--- src/ccr2_pkg.sv ---
// ccr2_pkg: constants, field layout and carrier types for the charger configuration register two.
// assumes a register access port of the device's management interface (address, write, read strobes).
`default_nettype none

package ccr2_pkg;

  // ----------------------------------------
  // register map
  // ----------------------------------------
  localparam logic [7:0]  CCR2_OFFSET      = 8'h10;
  localparam int          CCR2_WIDTH       = 16;

  // ----------------------------------------
  // field positions
  // ----------------------------------------
  localparam int          FORCE_GATE_BIT   = 14;
  localparam int          PIN_ROLE_BIT     = 12;
  localparam int          RECHARGE_BIT     = 11;
  localparam int          CELLS_HI_BIT     = 10;
  localparam int          CELLS_LO_BIT     = 9;
  localparam int          IN_SCALE_BIT     = 8;
  localparam int          BAT_SCALE_BIT    = 7;
  localparam int          GATE_EN_BIT      = 6;

  // writable bits; bits 15, 13 and 5:0 are reserved and read as zero
  localparam logic [15:0] CCR2_WMASK       = 16'h5fc0;

  // ----------------------------------------
  // reset values
  // ----------------------------------------
  localparam logic [15:0] CCR2_RESET       = 16'h0a40;
  localparam logic        PIN_ROLE_RESET   = 1'b0;

  // ----------------------------------------
  // types
  // ----------------------------------------
  typedef enum logic [1:0]
  {
    CCR2_TEMP_SENSE = 2'b01,
    CCR2_CUR_MON    = 2'b10
  } ccr2_pin_role_t;

  // otp-loadable defaults of this register
  typedef struct packed
  {
    logic       valid;
    logic       shared_monitor_pin_role;
    logic       recharge_drop_select;
    logic [1:0] series_cell_count;
    logic       input_sense_scale;
    logic       battery_sense_scale;
  } ccr2_otp_t;

  // decoded configuration handed to the analog side
  typedef struct packed
  {
    logic       force_pass_gate_on;
    logic       pass_gate_driver_enable;
    logic       shared_monitor_pin_role;
    logic       recharge_drop_select;
    logic [1:0] series_cell_count;
    logic       input_sense_scale;
    logic       battery_sense_scale;
  } ccr2_cfg_t;

endpackage

`default_nettype wire

--- src/ccr2_gate_ctl.sv ---
// ccr2_gate_ctl: external pass transistor gate drive decision.
// assumes adapter_ok is an already qualified, clock-synchronous comparator level.
`timescale 1ns/100ps
`default_nettype none

module ccr2_gate_ctl
(
  // clock and reset
  input  wire logic core_clk,
  input  wire logic rst_n,
  input  wire logic clk_en,
  // controls
  input  wire logic force_on,
  input  wire logic driver_en,
  input  wire logic adapter_ok,
  // drive
  output var  logic pass_gate_drive
);

  logic drive_d;

  always_comb
  begin
    if (!driver_en)
      drive_d = 1'b0;
    else if (force_on)
      drive_d = 1'b1;
    else
      drive_d = adapter_ok;
  end

  always_ff @(posedge core_clk or negedge rst_n)
  begin
    if (!rst_n)
      pass_gate_drive <= 1'b0;
    else if (clk_en)
      pass_gate_drive <= drive_d;
  end

endmodule // ccr2_gate_ctl

`default_nettype wire

--- src/ccr2_top.sv ---
// ccr2_top: the 16-bit charger configuration register two and its decoded outputs.
// assumes a synchronous register port from the serial management interface and a watchdog expiry pulse.
`timescale 1ns/100ps
`default_nettype none

module ccr2_top
(
  // clock, reset, enable
  input  wire logic                 core_clk,
  input  wire logic                 resetn,
  input  wire logic                 clk_en,
  // register port
  input  wire logic [7:0]           reg_addr,
  input  wire logic                 reg_wr,
  input  wire logic [15:0]          reg_wdata,
  input  wire logic                 reg_rd,
  output var  logic [15:0]          reg_rdata,
  output logic                      reg_hit,
  // otp defaults and watchdog
  input  wire ccr2_pkg::ccr2_otp_t  otp_defaults,
  input  wire logic                 host_watchdog_expired,
  // analog side
  input  wire logic                 adapter_sense_voltage_ok,
  output logic                      pass_gate_drive,
  output ccr2_pkg::ccr2_cfg_t       cfg,
  output ccr2_pkg::ccr2_pin_role_t  shared_pin_mode
);

  // ----------------------------------------
  // reset release
  // ----------------------------------------
  logic [1:0] rst_sync_q;
  logic       rst_n;

  always_ff @(posedge core_clk or negedge resetn)
  begin
    if (!resetn)
      rst_sync_q <= 2'b00;
    else
      rst_sync_q <= {rst_sync_q[0], 1'b1};
  end

  assign rst_n = rst_sync_q[1];

  // ----------------------------------------
  // register storage
  // ----------------------------------------
  logic [15:0] cfg_q;
  logic        otp_loaded_q;
  logic        wr_hit;

  assign wr_hit  = reg_wr && (reg_addr == ccr2_pkg::CCR2_OFFSET);
  assign reg_hit = (reg_wr || reg_rd) && (reg_addr == ccr2_pkg::CCR2_OFFSET);

  // otp values are taken once after reset release, never inside the async reset
  always_ff @(posedge core_clk or negedge rst_n)
  begin
    if (!rst_n)
      otp_loaded_q <= 1'b0;
    else if (clk_en && otp_defaults.valid)
      otp_loaded_q <= 1'b1;
  end

  always_ff @(posedge core_clk or negedge rst_n)
  begin
    if (!rst_n)
      cfg_q <= ccr2_pkg::CCR2_RESET;
    else if (clk_en)
    begin
      if (wr_hit)
        cfg_q <= reg_wdata & ccr2_pkg::CCR2_WMASK;
      else if (!otp_loaded_q && otp_defaults.valid)
      begin
        cfg_q[ccr2_pkg::PIN_ROLE_BIT]                             <= otp_defaults.shared_monitor_pin_role;
        cfg_q[ccr2_pkg::RECHARGE_BIT]                             <= otp_defaults.recharge_drop_select;
        cfg_q[ccr2_pkg::CELLS_HI_BIT:ccr2_pkg::CELLS_LO_BIT]      <= otp_defaults.series_cell_count;
        cfg_q[ccr2_pkg::IN_SCALE_BIT]                             <= otp_defaults.input_sense_scale;
        cfg_q[ccr2_pkg::BAT_SCALE_BIT]                            <= otp_defaults.battery_sense_scale;
      end
      // watchdog wins over a write in the same cycle; only the pin role returns
      if (host_watchdog_expired)
        cfg_q[ccr2_pkg::PIN_ROLE_BIT] <= ccr2_pkg::PIN_ROLE_RESET;
    end
  end

  // ----------------------------------------
  // read path
  // ----------------------------------------
  always_ff @(posedge core_clk or negedge rst_n)
  begin
    if (!rst_n)
      reg_rdata <= 16'h0000;
    else if (clk_en && reg_rd)
    begin
      if (reg_addr == ccr2_pkg::CCR2_OFFSET)
        reg_rdata <= cfg_q;
      else
        reg_rdata <= 16'h0000;
    end
  end

  // ----------------------------------------
  // decoded configuration
  // ----------------------------------------
  always_comb
  begin
    cfg.force_pass_gate_on      = cfg_q[ccr2_pkg::FORCE_GATE_BIT];
    cfg.pass_gate_driver_enable = cfg_q[ccr2_pkg::GATE_EN_BIT];
    cfg.shared_monitor_pin_role = cfg_q[ccr2_pkg::PIN_ROLE_BIT];
    cfg.recharge_drop_select    = cfg_q[ccr2_pkg::RECHARGE_BIT];
    cfg.series_cell_count       = cfg_q[ccr2_pkg::CELLS_HI_BIT:ccr2_pkg::CELLS_LO_BIT];
    cfg.input_sense_scale       = cfg_q[ccr2_pkg::IN_SCALE_BIT];
    cfg.battery_sense_scale     = cfg_q[ccr2_pkg::BAT_SCALE_BIT];
  end

  assign shared_pin_mode = cfg_q[ccr2_pkg::PIN_ROLE_BIT] ? ccr2_pkg::CCR2_CUR_MON
                                                         : ccr2_pkg::CCR2_TEMP_SENSE;

  // ----------------------------------------
  // pass gate
  // ----------------------------------------
  ccr2_gate_ctl u_gate
  (
    .core_clk        (core_clk),
    .rst_n           (rst_n),
    .clk_en          (clk_en),
    .force_on        (cfg_q[ccr2_pkg::FORCE_GATE_BIT]),
    .driver_en       (cfg_q[ccr2_pkg::GATE_EN_BIT]),
    .adapter_ok      (adapter_sense_voltage_ok),
    .pass_gate_drive (pass_gate_drive)
  );

endmodule // ccr2_top

`default_nettype wire

--- config.mk ---
export PLATFORM = sky130hd
export DESIGN_NAME = ccr2_top
export DESIGN_NICKNAME = d
export VERILOG_FILES = /design/src/ccr2_pkg.sv /design/src/ccr2_gate_ctl.sv /design/src/ccr2_top.sv
export SDC_FILE = /design/constraint.sdc
export NUM_CORES = 1
export LEC_CHECK = 0
export BUFFER_PORTS_ARGS = -buffer_cell sky130_fd_sc_hd__buf_4
export CORE_MARGIN = 3
export CORE_UTILIZATION = 41
export DETAILED_ROUTE_END_ITERATION = 10
export PLACE_DENSITY = 0.85
export SLEW_MARGIN = 20
export SYNTH_ARGS = -nofsm -noshare
export SYNTH_HDL_FRONTEND = slang
export SYNTH_HIERARCHICAL = 1
export SYNTH_SLANG_ARGS = --single-unit
--- constraint.sdc ---
create_clock -name core_clk -period 0.8 [get_ports core_clk]
set_input_delay 0.08 -clock core_clk [delete_from_list [all_inputs] [get_ports core_clk]]
set_output_delay 0.08 -clock core_clk [all_outputs]
set_load 0.1 [all_outputs]
### After elaboration in Yosys (flattened, before gate mapping)

Index checks and enable logic that the tools add are counted.

| storage, ports and cells | value |
|---|---|
| register bits after elaboration | 28 |
| bits of input ports | 38 |
| output and inout port bits | 28 |
| logic and storage cells | 27 |

| operators by class | value |
|---|---|
| equal/unequal tests | 1 |
| multiplexer cells | 7 |
| reductions and logical operators | 12 |

Operators with widths:

| operator | count |
|---|---|
| $mux 15 | 1 |
| $mux 6 | 2 |
| $eq 8x5->1 const B | 1 |
| $reduce_and 2->1 | 3 |
| $logic_and 1x1->1 | 5 |
| $mux 1 | 3 |
| $reduce_bool 3->1 | 1 |
| $mux 2 | 1 |
| $reduce_bool 2->1 | 1 |
| $logic_not 1->1 | 1 |
| $logic_or 1x1->1 | 1 |

### Depth between registers and ports, before layout

Gate-level depths: netlist (run 1).

| depth | value |
|---|---|
| word-level depth | 5 |
| gate-level depth with buffers | 5 |
| depth with buffers taken out | 4 |

### Hierarchy

Netlist (run 1), hierarchy kept.

Modules (own cells, without submodules):

| module | instances | cells an instance | area each (µm²) | sequential area each (µm²) |
|---|---|---|---|---|
| ccr2_top | 1 | 85 | 947.2 | 479.2 |
| ccr2_gate_ctl | 1 | 4 | 41.3 | 25.0 |

### Least setup slack after synthesis (run 1)

OpenSTA, ideal clock, no wires.

| path | value |
|---|---|
| kind | input to output |
| start | input port reg_addr[3] |
| end | output port reg_hit |
| data arrival time | 1,778 ps |
| data required time | 720 ps |
| setup slack | -1,058 ps |
| cell stages on the path | 3 |
| buffers on the path | 0 |
| cell sequence | nor4b_4 > nand2_1 > nor2_1 |

| between the ends | value |
|---|---|
| cells in the longest elaborated chain, start to end | 2 |

RTL lines:

| item | line | text |
|---|---|---|
| start: declaration | ccr2_top.sv:13 | `input wire logic [7:0] reg_addr,` |
| $eq 8x5->1 | ccr2_top.sv:53 | `assign reg_hit = (reg_wr \|\| reg_rd) && (reg_addr == ccr2_pkg::CCR2_OFFSET);` |
| $logic_and 1x1->1 | ccr2_top.sv:53 |  |
| end: declaration | ccr2_top.sv:18 | `output logic reg_hit,` |

No other way between the ends.

### Final worst setup path (run 1)

| path | value |
|---|---|
| start | input port reg_addr[3] |
| end | register cfg_q[11] |

| between the ends | value |
|---|---|
| cells in the longest elaborated chain, start to end | 4 |
| elaborated cells between the ends (all ways) | 5 |
| those cells by class | eq/ne: 1; mux: 1; reduce/logical: 3 |

RTL lines:

| item | line | text |
|---|---|---|
| $eq 8x5->1 (*) | ccr2_top.sv:52 | `assign wr_hit = reg_wr && (reg_addr == ccr2_pkg::CCR2_OFFSET);` |
| $logic_and 1x1->1 (*) | ccr2_top.sv:52 |  |
| $reduce_bool 2->1 (no source line) | -- |  |
| $reduce_and 2->1 (no source line) | -- |  |
| end signal: assignment | ccr2_top.sv:67 | `cfg_q <= ccr2_pkg::CCR2_RESET;` |
| end signal: assignment | ccr2_top.sv:71 | `cfg_q <= reg_wdata & ccr2_pkg::CCR2_WMASK;` |
| end signal: indexed assignment | ccr2_top.sv:74 | `cfg_q[ccr2_pkg::PIN_ROLE_BIT] <= otp_defaults.shared_monitor_pin_role;` |
| end: declaration | ccr2_top.sv:48 | `logic [15:0] cfg_q;` |

Mark *: on every way between the ends. The rest lies on a longest branch, timed or not.
A chain may end at the register's enable or synchronous reset.

==> impl_metrics.yaml, run 1 <==
status:
  outcome: "finished with violations"
  violations: "setup timing"
synthesis:
  synth-seq-area-share_pct: 51.0
  netlist_area_um2: 988
  avgSynthCellArea_um2: 11.1
  synth_edf_count: 0
  yosysWarnings: 6
  yosys.area.top_type: "dfrtp_1"
  yosys_register_bits: 20
  synth_most_common_cell: "dfrtp_1"
  synthDominantCellAreaShare_pct: 43.0
  synthFlopType: "dfrtp_1"
  ys_async_sr_fraction_pct: 100
  postSynthCellCount: 89
  synth.top_cells.by_count: "dfrtp_1, buf_4, nor2_1, a22o_1, nor3_1"
  ys_top_cells_by_area: "dfrtp_1, dfstp_2, a22o_1, buf_4, nor3b_1"
  yosys.cell_types.count: 28
place:
  placed_area_um2: 1540
  dpl.hpwl_um: 2150
  place_ws_ps: -512
  portBuffers: 49
  place_congestion: 0.690
worst_setup_path:
  required_ps: 1060
  start_kind: "primary input"
  r2r.worst_path.cells: 3
  cp-end-kind: "flip-flop"
  crit_fanout: 9
  worstSetupPathType: "primary input to flip-flop"
  worstPathArrival_ps: 1510
global_route:
  grt_usage_pct: 31.8
  grt_start_max_net_pins: 19
  antenna_found_initial: 0
  grt_pass1_wl_um: 6380
  grt_pass1_vias: 1074
  grt_overflow: 0
clocking:
  insertion_delay_ps: 320
  htreeDepth: 1
  cts.sinks: 20
  cts_inserted_buffers: 3
  clock_path_buffers: 2
  cts_root_buf: "clkbuf_4"
  cts_tree: "yes"
  clk_pin_slew_worst_paths_ps: 130
final_layout:
  syn_to_final_growth_pct: 123
  final_util_pct: 97.9
  design_area_um2: 2210
  diodes: 0
  fin_nets: 216
  drive_gt1_share_pct: 78.0
timing:
  maxSlewViolCount: 0
  fin_crit_ps: 1260
  setup_viol: 38
  hold_viol_final: 0
  fin_skew_ps: 1.87
  fin_hold_ws_ps: 46.1
  rsz0062_at_grt: "true"
  setup_ws_ps: -457
  clock.fmax_mhz: 795
  period_share_pct: 157
routing:
  drcViolationCount: 0
  antenna_left: 0
  dr_total_vias: 1226
  drt_iter0_drc: 46
  viasPerCell: 5.98
  drt-total-wl_um: 6080
  dr.pass1.iters: 4
  wl_per_cell_um: 29.6
power:
  ir_drop_mv: 1.47
  p_int_mw: 1.57
  clkPwrFrac_pct: 22.4
  swShare_pct: 38.0
  power_density_nw_per_um2: 1150
  power.share.sequential_pct: 43.3
  p_sw_uw: 963
  power.leakage_nw: 1.01
  comb_power_share_pct: 34.3
worst_hold_path:
  min_delay_path_depth: 3
  hold_class: "primary input to flip-flop"
floorplan:
  core_um2: 2250
  die_y_um: 55.1
  ios: 66
  std_cell_rows: 17
  start_util_pct: 43.8
  die_x_um: 55.1
  die_area_um2: 3040
flow_run:
  max_cap_viol_count: 0
==> layout by cell type (no fill, tap or decap), types with 3 or more instances in the layout <==
cell type       n
buf_4          46
buf_6          19
buf_12         18
conb_1          9
dfrtp_4         9
a22o_1          8
nor2_1          7
nor3_2          6
dfrtp_2         6
nor3_4          4
nor2_4          3
nor3b_2         3
dfstp_4         3
clkbuf_4        3
dlygate4sd3_1   3
buf_8           3
==> power groups by stage <==
stage | combinational, mW | sequential [mW] | clock [mW]
2_1_floorplan | 0.259 | 1.29 | 0
3_3_place_gp | 0.624 | 1.10 | 0
3_5_place_dp | 0.634 | 1.11 | 0
4_1_cts | 0.777 | 1.09 | 0.509
5_1_grt | 0.886 | 1.10 | 0.597
6_report | 0.870 | 1.10 | 0.568
==> path summary, 6_finish.rpt <==
kind	startpoint	to	slack (ps)
hold / removal	otp_defaults[1]	cfg_q[8]$_DFFE_PN0P_	50
setup reg to reg	otp_loaded_q$_DFFE_PN0P_	cfg_q[12]$_DFFE_PN0P_	-390
max in group asynchronous	rst_sync_q[1]$_DFF_PN0_	cfg_q[9]$_DFFE_PN1P_	300
hold reg to reg	rst_sync_q[1]$_DFF_PN0_	cfg_q[10]$_DFFE_PN0P_	240
setup / recovery	reg_addr[3]	cfg_q[11]$_DFFE_PN1P_	-460
min in group asynchronous	resetn	rst_sync_q[0]$_DFF_PN0_	110
==> kinds of logic after synthesis <==
kind of cell	Yosys count	synth area share, %
and+or+nand+nor	37	25.4
other	2	0.760
DFF	20	51.0
AOI/OAI and AO/OA	13	10.1
muxes	2	2.28
buffers and inverters	15	10.4
==> flip-flops by register name (all words and copies together) (netlist names) <==
name                    flops
otp_loaded_q                1
reg_rdata                   8
rst_sync_q                  2
cfg_q                       8
u_gate/pass_gate_drive      1
==> metal layers <==
layer / wire [µm] / up-vias / share of wire [%] / global-route usage [%]
li1: - / 470 / - / -
met1: 1990 / 600 / 33 / 41.4
met2: 3090 / 122 / 51 / 50.4
met3: 625 / 34 / 10 / 8.85
met4: 369 / 0 / 6.1 / 11.3
met5: 0 / - / 0 / 0
==> layout make-up <==
| cell class | count | area [µm²] |
|---|---|---|
| Multi-Input combinational cell | 61 | 578 |
| Sequential cell | 20 | 557 |
| Tap cell | 28 | 35.0 |
| Inverter | 3 | 17.5 |
| Clock buffer | 4 | 26.3 |
| Timing Repair Buffer | 89 | 995 |
| Fill cell | 27 | 46.3 |
==> repair_timing <==
| item | in CTS | in global routing |
|---|---|---|
| buffers inserted | 17 | 7 |
| setup endpoints to repair | 37 | 38 |
| endpoints found under the hold margin | 2 | 2 |
| gates resized for setup | 83 | 24 |
| cloned | 0 | 0 |
| pin swaps | 17 | 13 |
| hold buffers | 1 | 2 |
==> critical path, stage by stage <==
cell	delay (ps)
buf_6	100
nor4b_4	320
buf_4	170
buf_4	120
nand4_4	180
buf_4	210
nor2_1	220
nor3_2	100
==> through the flow <==
stage          total power, mW  TNS (ps)  instances
3_5_place_dp              1.74     -8780        176
4_1_cts                   2.38     -8800        198
3_3_place_gp              1.73     -7430        176
2_1_floorplan             1.55     -4820         96
6_report                  2.54    -11570        205
5_1_grt                   2.58    -12390        205
(Power assumes the default switching activity.)
==> inputs of run 2 (changes only) <==
--- a/config.mk
+++ b/config.mk
@@ -6,10 +6,11 @@
 export NUM_CORES = 1
 export LEC_CHECK = 0
 export BUFFER_PORTS_ARGS = -buffer_cell sky130_fd_sc_hd__buf_4
-export CORE_MARGIN = 3
+export CORE_MARGIN = 1
 export CORE_UTILIZATION = 41
 export DETAILED_ROUTE_END_ITERATION = 10
 export PLACE_DENSITY = 0.85
+export REMOVE_ABC_BUFFERS = 1
 export SLEW_MARGIN = 20
 export SYNTH_ARGS = -nofsm -noshare
 export SYNTH_HDL_FRONTEND = slang
==> impl_metrics.yaml, run 2 (same netlist as run 1, synthesis figures left out) <==
status:
  outcome: "finished with violations"
  violations: "setup timing"
clocking:
  cts_inserted_buffers: 3
  insertion_delay_ps: 310
  htreeDepth: 1
  cts_tree: "yes"
  clock_path_buffers: 2
  cts.sinks: 20
  clk_pin_slew_worst_paths_ps: 120
  cts_root_buf: "clkbuf_4"
floorplan:
  ios: 66
  std_cell_rows: 17
  die_x_um: 51.1
  core_um2: 2230
  start_util_pct: 44.3
  die_area_um2: 2610
  die_y_um: 51.1
final_layout:
  drive_gt1_share_pct: 64.5
  fin_cells: 194
  diodes: 0
  syn_to_final_growth_pct: 102
  fillers: 77
  layout_commonest_cell: "buf_4"
  final_util_pct: 89.5
  fin_nets: 205
  reg_top3: "cfg_q: 8 flops, reg_rdata: 8 flops, rst_sync_q: 2 flops"
  design_area_um2: 2000
  final_cell_mix: "buf_4, buf_12, dfrtp_1, buf_6, conb_1"
place:
  placed_area_um2: 1370
  dpl.hpwl_um: 1720
  place_congestion: 0.766
  place_inst: 167
  place_ws_ps: -532
  portBuffers: 49
worst_setup_path:
  critical_path.top_delay_family: "flip-flops"
  slowest_stage: "dfstp_2"
  max_stage_delay_ps: 580
  worstPathArrival_ps: 1080
  cp_cell_sequence: "buf_12"
  required_ps: 720
  start_kind: "flip-flop"
  worstSetupPathType: "flip-flop to output port"
  crit_fanout: 2
  path_buf_inv: 1
  cp-end-kind: "output port"
timing:
  hold_viol_final: 0
  fin_skew_ps: 12.8
  finalSetupTns_ps: -8030
  setup_viol: 38
  setup_ws_ps: -355
  maxSlewViolCount: 0
  period_share_pct: 144
  clock.fmax_mhz: 866
  fin_hold_ws_ps: 47.5
  rsz0062_at_grt: "true"
  fin_crit_ps: 1160
power:
  total_power_mw: 2.47
  ir_drop_mv: 1.07
  power_density_nw_per_um2: 1230
  power.leakage_nw: 0.934
global_route:
  antenna_found_initial: 0
  grt_pass1_wl_um: 5010
  grt_usage_pct: 28.1
  grt_start_max_net_pins: 19
  grt_overflow: 0
  grt_pass1_vias: 1021
routing:
  drcViolationCount: 0
  dr.pass1.iters: 6
  viasPerCell: 5.65
  wl_per_cell_um: 20.0
  antenna_left: 0
  drt-total-wl_um: 3870
  drt_iter0_drc: 40
  dr_total_vias: 1097
flow_run:
  max_cap_viol_count: 0
worst_hold_path:
  hold_class: "primary input to flip-flop"
[run 2: metal layers]
layer / up-vias / routed length [µm] / global-route usage [%]
met5: - / 0 / 0
met4: 0 / 138 / 13.9
met3: 18 / 296 / 5.65
met2: 91 / 2000 / 49.1
met1: 540 / 1440 / 32.3
li1: 448 / - / -
[run 2: repair_timing]
action	4_1_cts	5_1_grt
endpoints found under the setup margin	37	38
hold endpoints to repair	2	2
hold buffers	1	2
gates cloned	0	0
resized for setup	90	11
setup buffers	16	5
pin swaps	19	7
[run 2: area by class of cell]
type / instances / area (µm²) / area share (%)
well taps: 28 / 35.0 / 1.75
inverters: 3 / 11.3 / 0.564
multi-input cells: 61 / 514 / 25.7
clock buffers: 4 / 36.3 / 1.82
repair buffers: 78 / 896 / 44.8
flip-flops and latches: 20 / 505 / 25.3
[run 2: where the power goes]
| group | total [mW] | internal, mW | switching (mW) |
|---|---|---|---|
| Clock | 0.604 | 0.278 | 0.326 |
| Sequential | 1.08 | 1.05 | 0.0336 |
| Combinational | 0.783 | 0.277 | 0.506 |
| Total | 2.47 | 1.60 | 0.866 |
[run 2: final timing paths]
path                       cells past startpoint                        to                      from  slack (ps)
hold / removal                                 3      cfg_q[8]$_DFFE_PN0P_              reg_wdata[8]          50
max in group asynchronous                      1     cfg_q[11]$_DFFE_PN1P_   rst_sync_q[1]$_DFF_PN0_         310
setup reg to reg                               4     cfg_q[10]$_DFFE_PN0P_  otp_loaded_q$_DFFE_PN0P_        -320
setup / recovery                               1                    cfg[2]      cfg_q[9]$_DFFE_PN1P_        -360
hold reg to reg                                1  reg_rdata[6]$_DFFE_PN0P_   rst_sync_q[1]$_DFF_PN0_         220
min in group asynchronous                      2   rst_sync_q[1]$_DFF_PN0_                    resetn          80
==> inputs of run 3 (changes only) <==
--- a/config.mk
+++ b/config.mk
@@ -6,10 +6,12 @@
 export NUM_CORES = 1
 export LEC_CHECK = 0
 export BUFFER_PORTS_ARGS = -buffer_cell sky130_fd_sc_hd__buf_4
+export CELL_PAD_IN_SITES_DETAIL_PLACEMENT = 0
+export CELL_PAD_IN_SITES_GLOBAL_PLACEMENT = 1
 export CORE_MARGIN = 1
-export CORE_UTILIZATION = 41
+export CORE_UTILIZATION = 29
 export DETAILED_ROUTE_END_ITERATION = 10
-export PLACE_DENSITY = 0.85
+export PLACE_DENSITY = 0.84
 export REMOVE_ABC_BUFFERS = 1
 export SLEW_MARGIN = 20
 export SYNTH_ARGS = -nofsm -noshare
==> impl_metrics.yaml, run 3 (same netlist as run 1, synthesis figures left out) <==
global_route:
  antenna_found_initial: 0
  grt_overflow: 0
  grt_start_max_net_pins: 19
  grt_usage_pct: 19.0
  grt_pass1_wl_um: 4950
  grt_pass1_vias: 1022
routing:
  antenna_left: 0
  dr_total_vias: 983
  drt-total-wl_um: 3040
  wl_per_cell_um: 14.3
  drt_iter0_drc: 20
  drcViolationCount: 0
  dr.pass1.iters: 4
  viasPerCell: 4.64
floorplan:
  start_util_pct: 31.3
  std_cell_rows: 20
  die_y_um: 60.4
  die_x_um: 60.4
  ios: 66
  core_um2: 3150
  die_area_um2: 3650
clocking:
  cts_root_buf: "clkbuf_4"
  clock_path_buffers: 2
  cts.sinks: 20
  insertion_delay_ps: 300
  cts_tree: "yes"
  clk_pin_slew_worst_paths_ps: 120
  cts_inserted_buffers: 3
  htreeDepth: 1
worst_setup_path:
  worstSetupPathType: "flip-flop to output port"
  critical_path.top_delay_family: "flip-flops"
  cp_cell_sequence: "buf_12"
  crit_fanout: 2
  max_stage_delay_ps: 580
  cp-end-kind: "output port"
  slowest_stage: "dfstp_2"
  path_buf_inv: 1
  required_ps: 720
  start_kind: "flip-flop"
  worstPathArrival_ps: 1060
timing:
  maxSlewViolCount: 0
  finalSetupTns_ps: -6800
  clock.fmax_mhz: 878
  rsz0062_at_grt: "true"
  setup_viol: 37
  fin_skew_ps: 10.7
  period_share_pct: 142
  setup_ws_ps: -339
  hold_viol_final: 0
  fin_crit_ps: 1140
final_layout:
  final_util_pct: 64.7
  multi_input_comb_area_um2: 534
  fin_nets: 207
  diodes: 0
  final_cell_mix: "buf_4, buf_12, dfrtp_1, buf_6, conb_1"
  syn_to_final_growth_pct: 106
  fillers: 260
  drive_gt1_share_pct: 67.3
  reg_top3: "cfg_q: 8 flops, reg_rdata: 8 flops, rst_sync_q: 2 flops"
  layout_commonest_cell: "buf_4"
  seq_area_um2: 507
status:
  outcome: "finished with violations"
  violations: "setup timing"
place:
  place_ws_ps: -568
  portBuffers: 49
  place_congestion: 0.768
  dpl.hpwl_um: 1940
power:
  power.leakage_nw: 0.949
  ir_drop_mv: 0.782
  power_density_nw_per_um2: 1200
  total_power_mw: 2.45
worst_hold_path:
  hold_class: "primary input to flip-flop"
flow_run:
  max_cap_viol_count: 0
run 3: path summary, 6_finish.rpt:
kind | from | cells past startpoint | to | slack, ps
setup / recovery | cfg_q[6]$_DFFE_PN1P_ | 1 | cfg[6] | -340
hold / removal | adapter_sense_voltage_ok | 3 | u_gate/pass_gate_drive$_DFFE_PN0P_ | 40
setup reg to reg | cfg_q[12]$_DFFE_PN0P_ | 4 | cfg_q[12]$_DFFE_PN0P_ | -280
hold reg to reg | rst_sync_q[1]$_DFF_PN0_ | 1 | reg_rdata[14]$_DFFE_PN0P_ | 210
max in group asynchronous | rst_sync_q[1]$_DFF_PN0_ | 1 | cfg_q[11]$_DFFE_PN1P_ | 320
min in group asynchronous | resetn | 2 | rst_sync_q[0]$_DFF_PN0_ | 80
run 3: where the power goes:
part | switching (mW) | leakage (nW) | internal, mW
Sequential | 0.0296 | 0.252 | 1.05
Clock | 0.308 | 0.0210 | 0.277
Combinational | 0.493 | 0.676 | 0.293
run 3: cell type report:
cell class                 instances  area share [%]
clock buffer                       4            1.78
inverter                           3           0.552
multi-input combinational         62            26.2
sequential                        20            24.8
tap                               44            2.70
timing repair buffer              79            43.9
run 3: repair_timing:
item                       in CTS  in global routing
hold endpoints to repair        2                  2
gates resized for setup        87                 12
hold buffers                    1                  2
setup buffers                  16                  0
setup endpoints to repair      37                 38
pin swaps                      20                  4
gates cloned                    1                  0
run 3: routing by layer:
layer  vias to the layer above  global-route usage (%)  wire length (µm)
met2                        46                    31.1              1550
li1                        457                       -                 -
met3                         2                    3.84               189
met5                         -                       0                 0
met4                         0                    5.98                17
met1                       478                    25.4              1280
run 3: worst register-to-register path: stages (launching register included):
cell and delay (ps):
dfrtp_2 490, buf_6 150, a21oi_2 110, o21bai_1 90, and3_1 150
run 3: stage by stage:
stage,instances,hold WS [ps],cell area (µm²)
3_3_place_gp,189,-138,1440
6_report,212,40.7,2040
2_1_floorplan,84,-216,923
3_5_place_dp,189,-133,1440
4_1_cts,210,3.14,1980
5_1_grt,212,41.6,2040
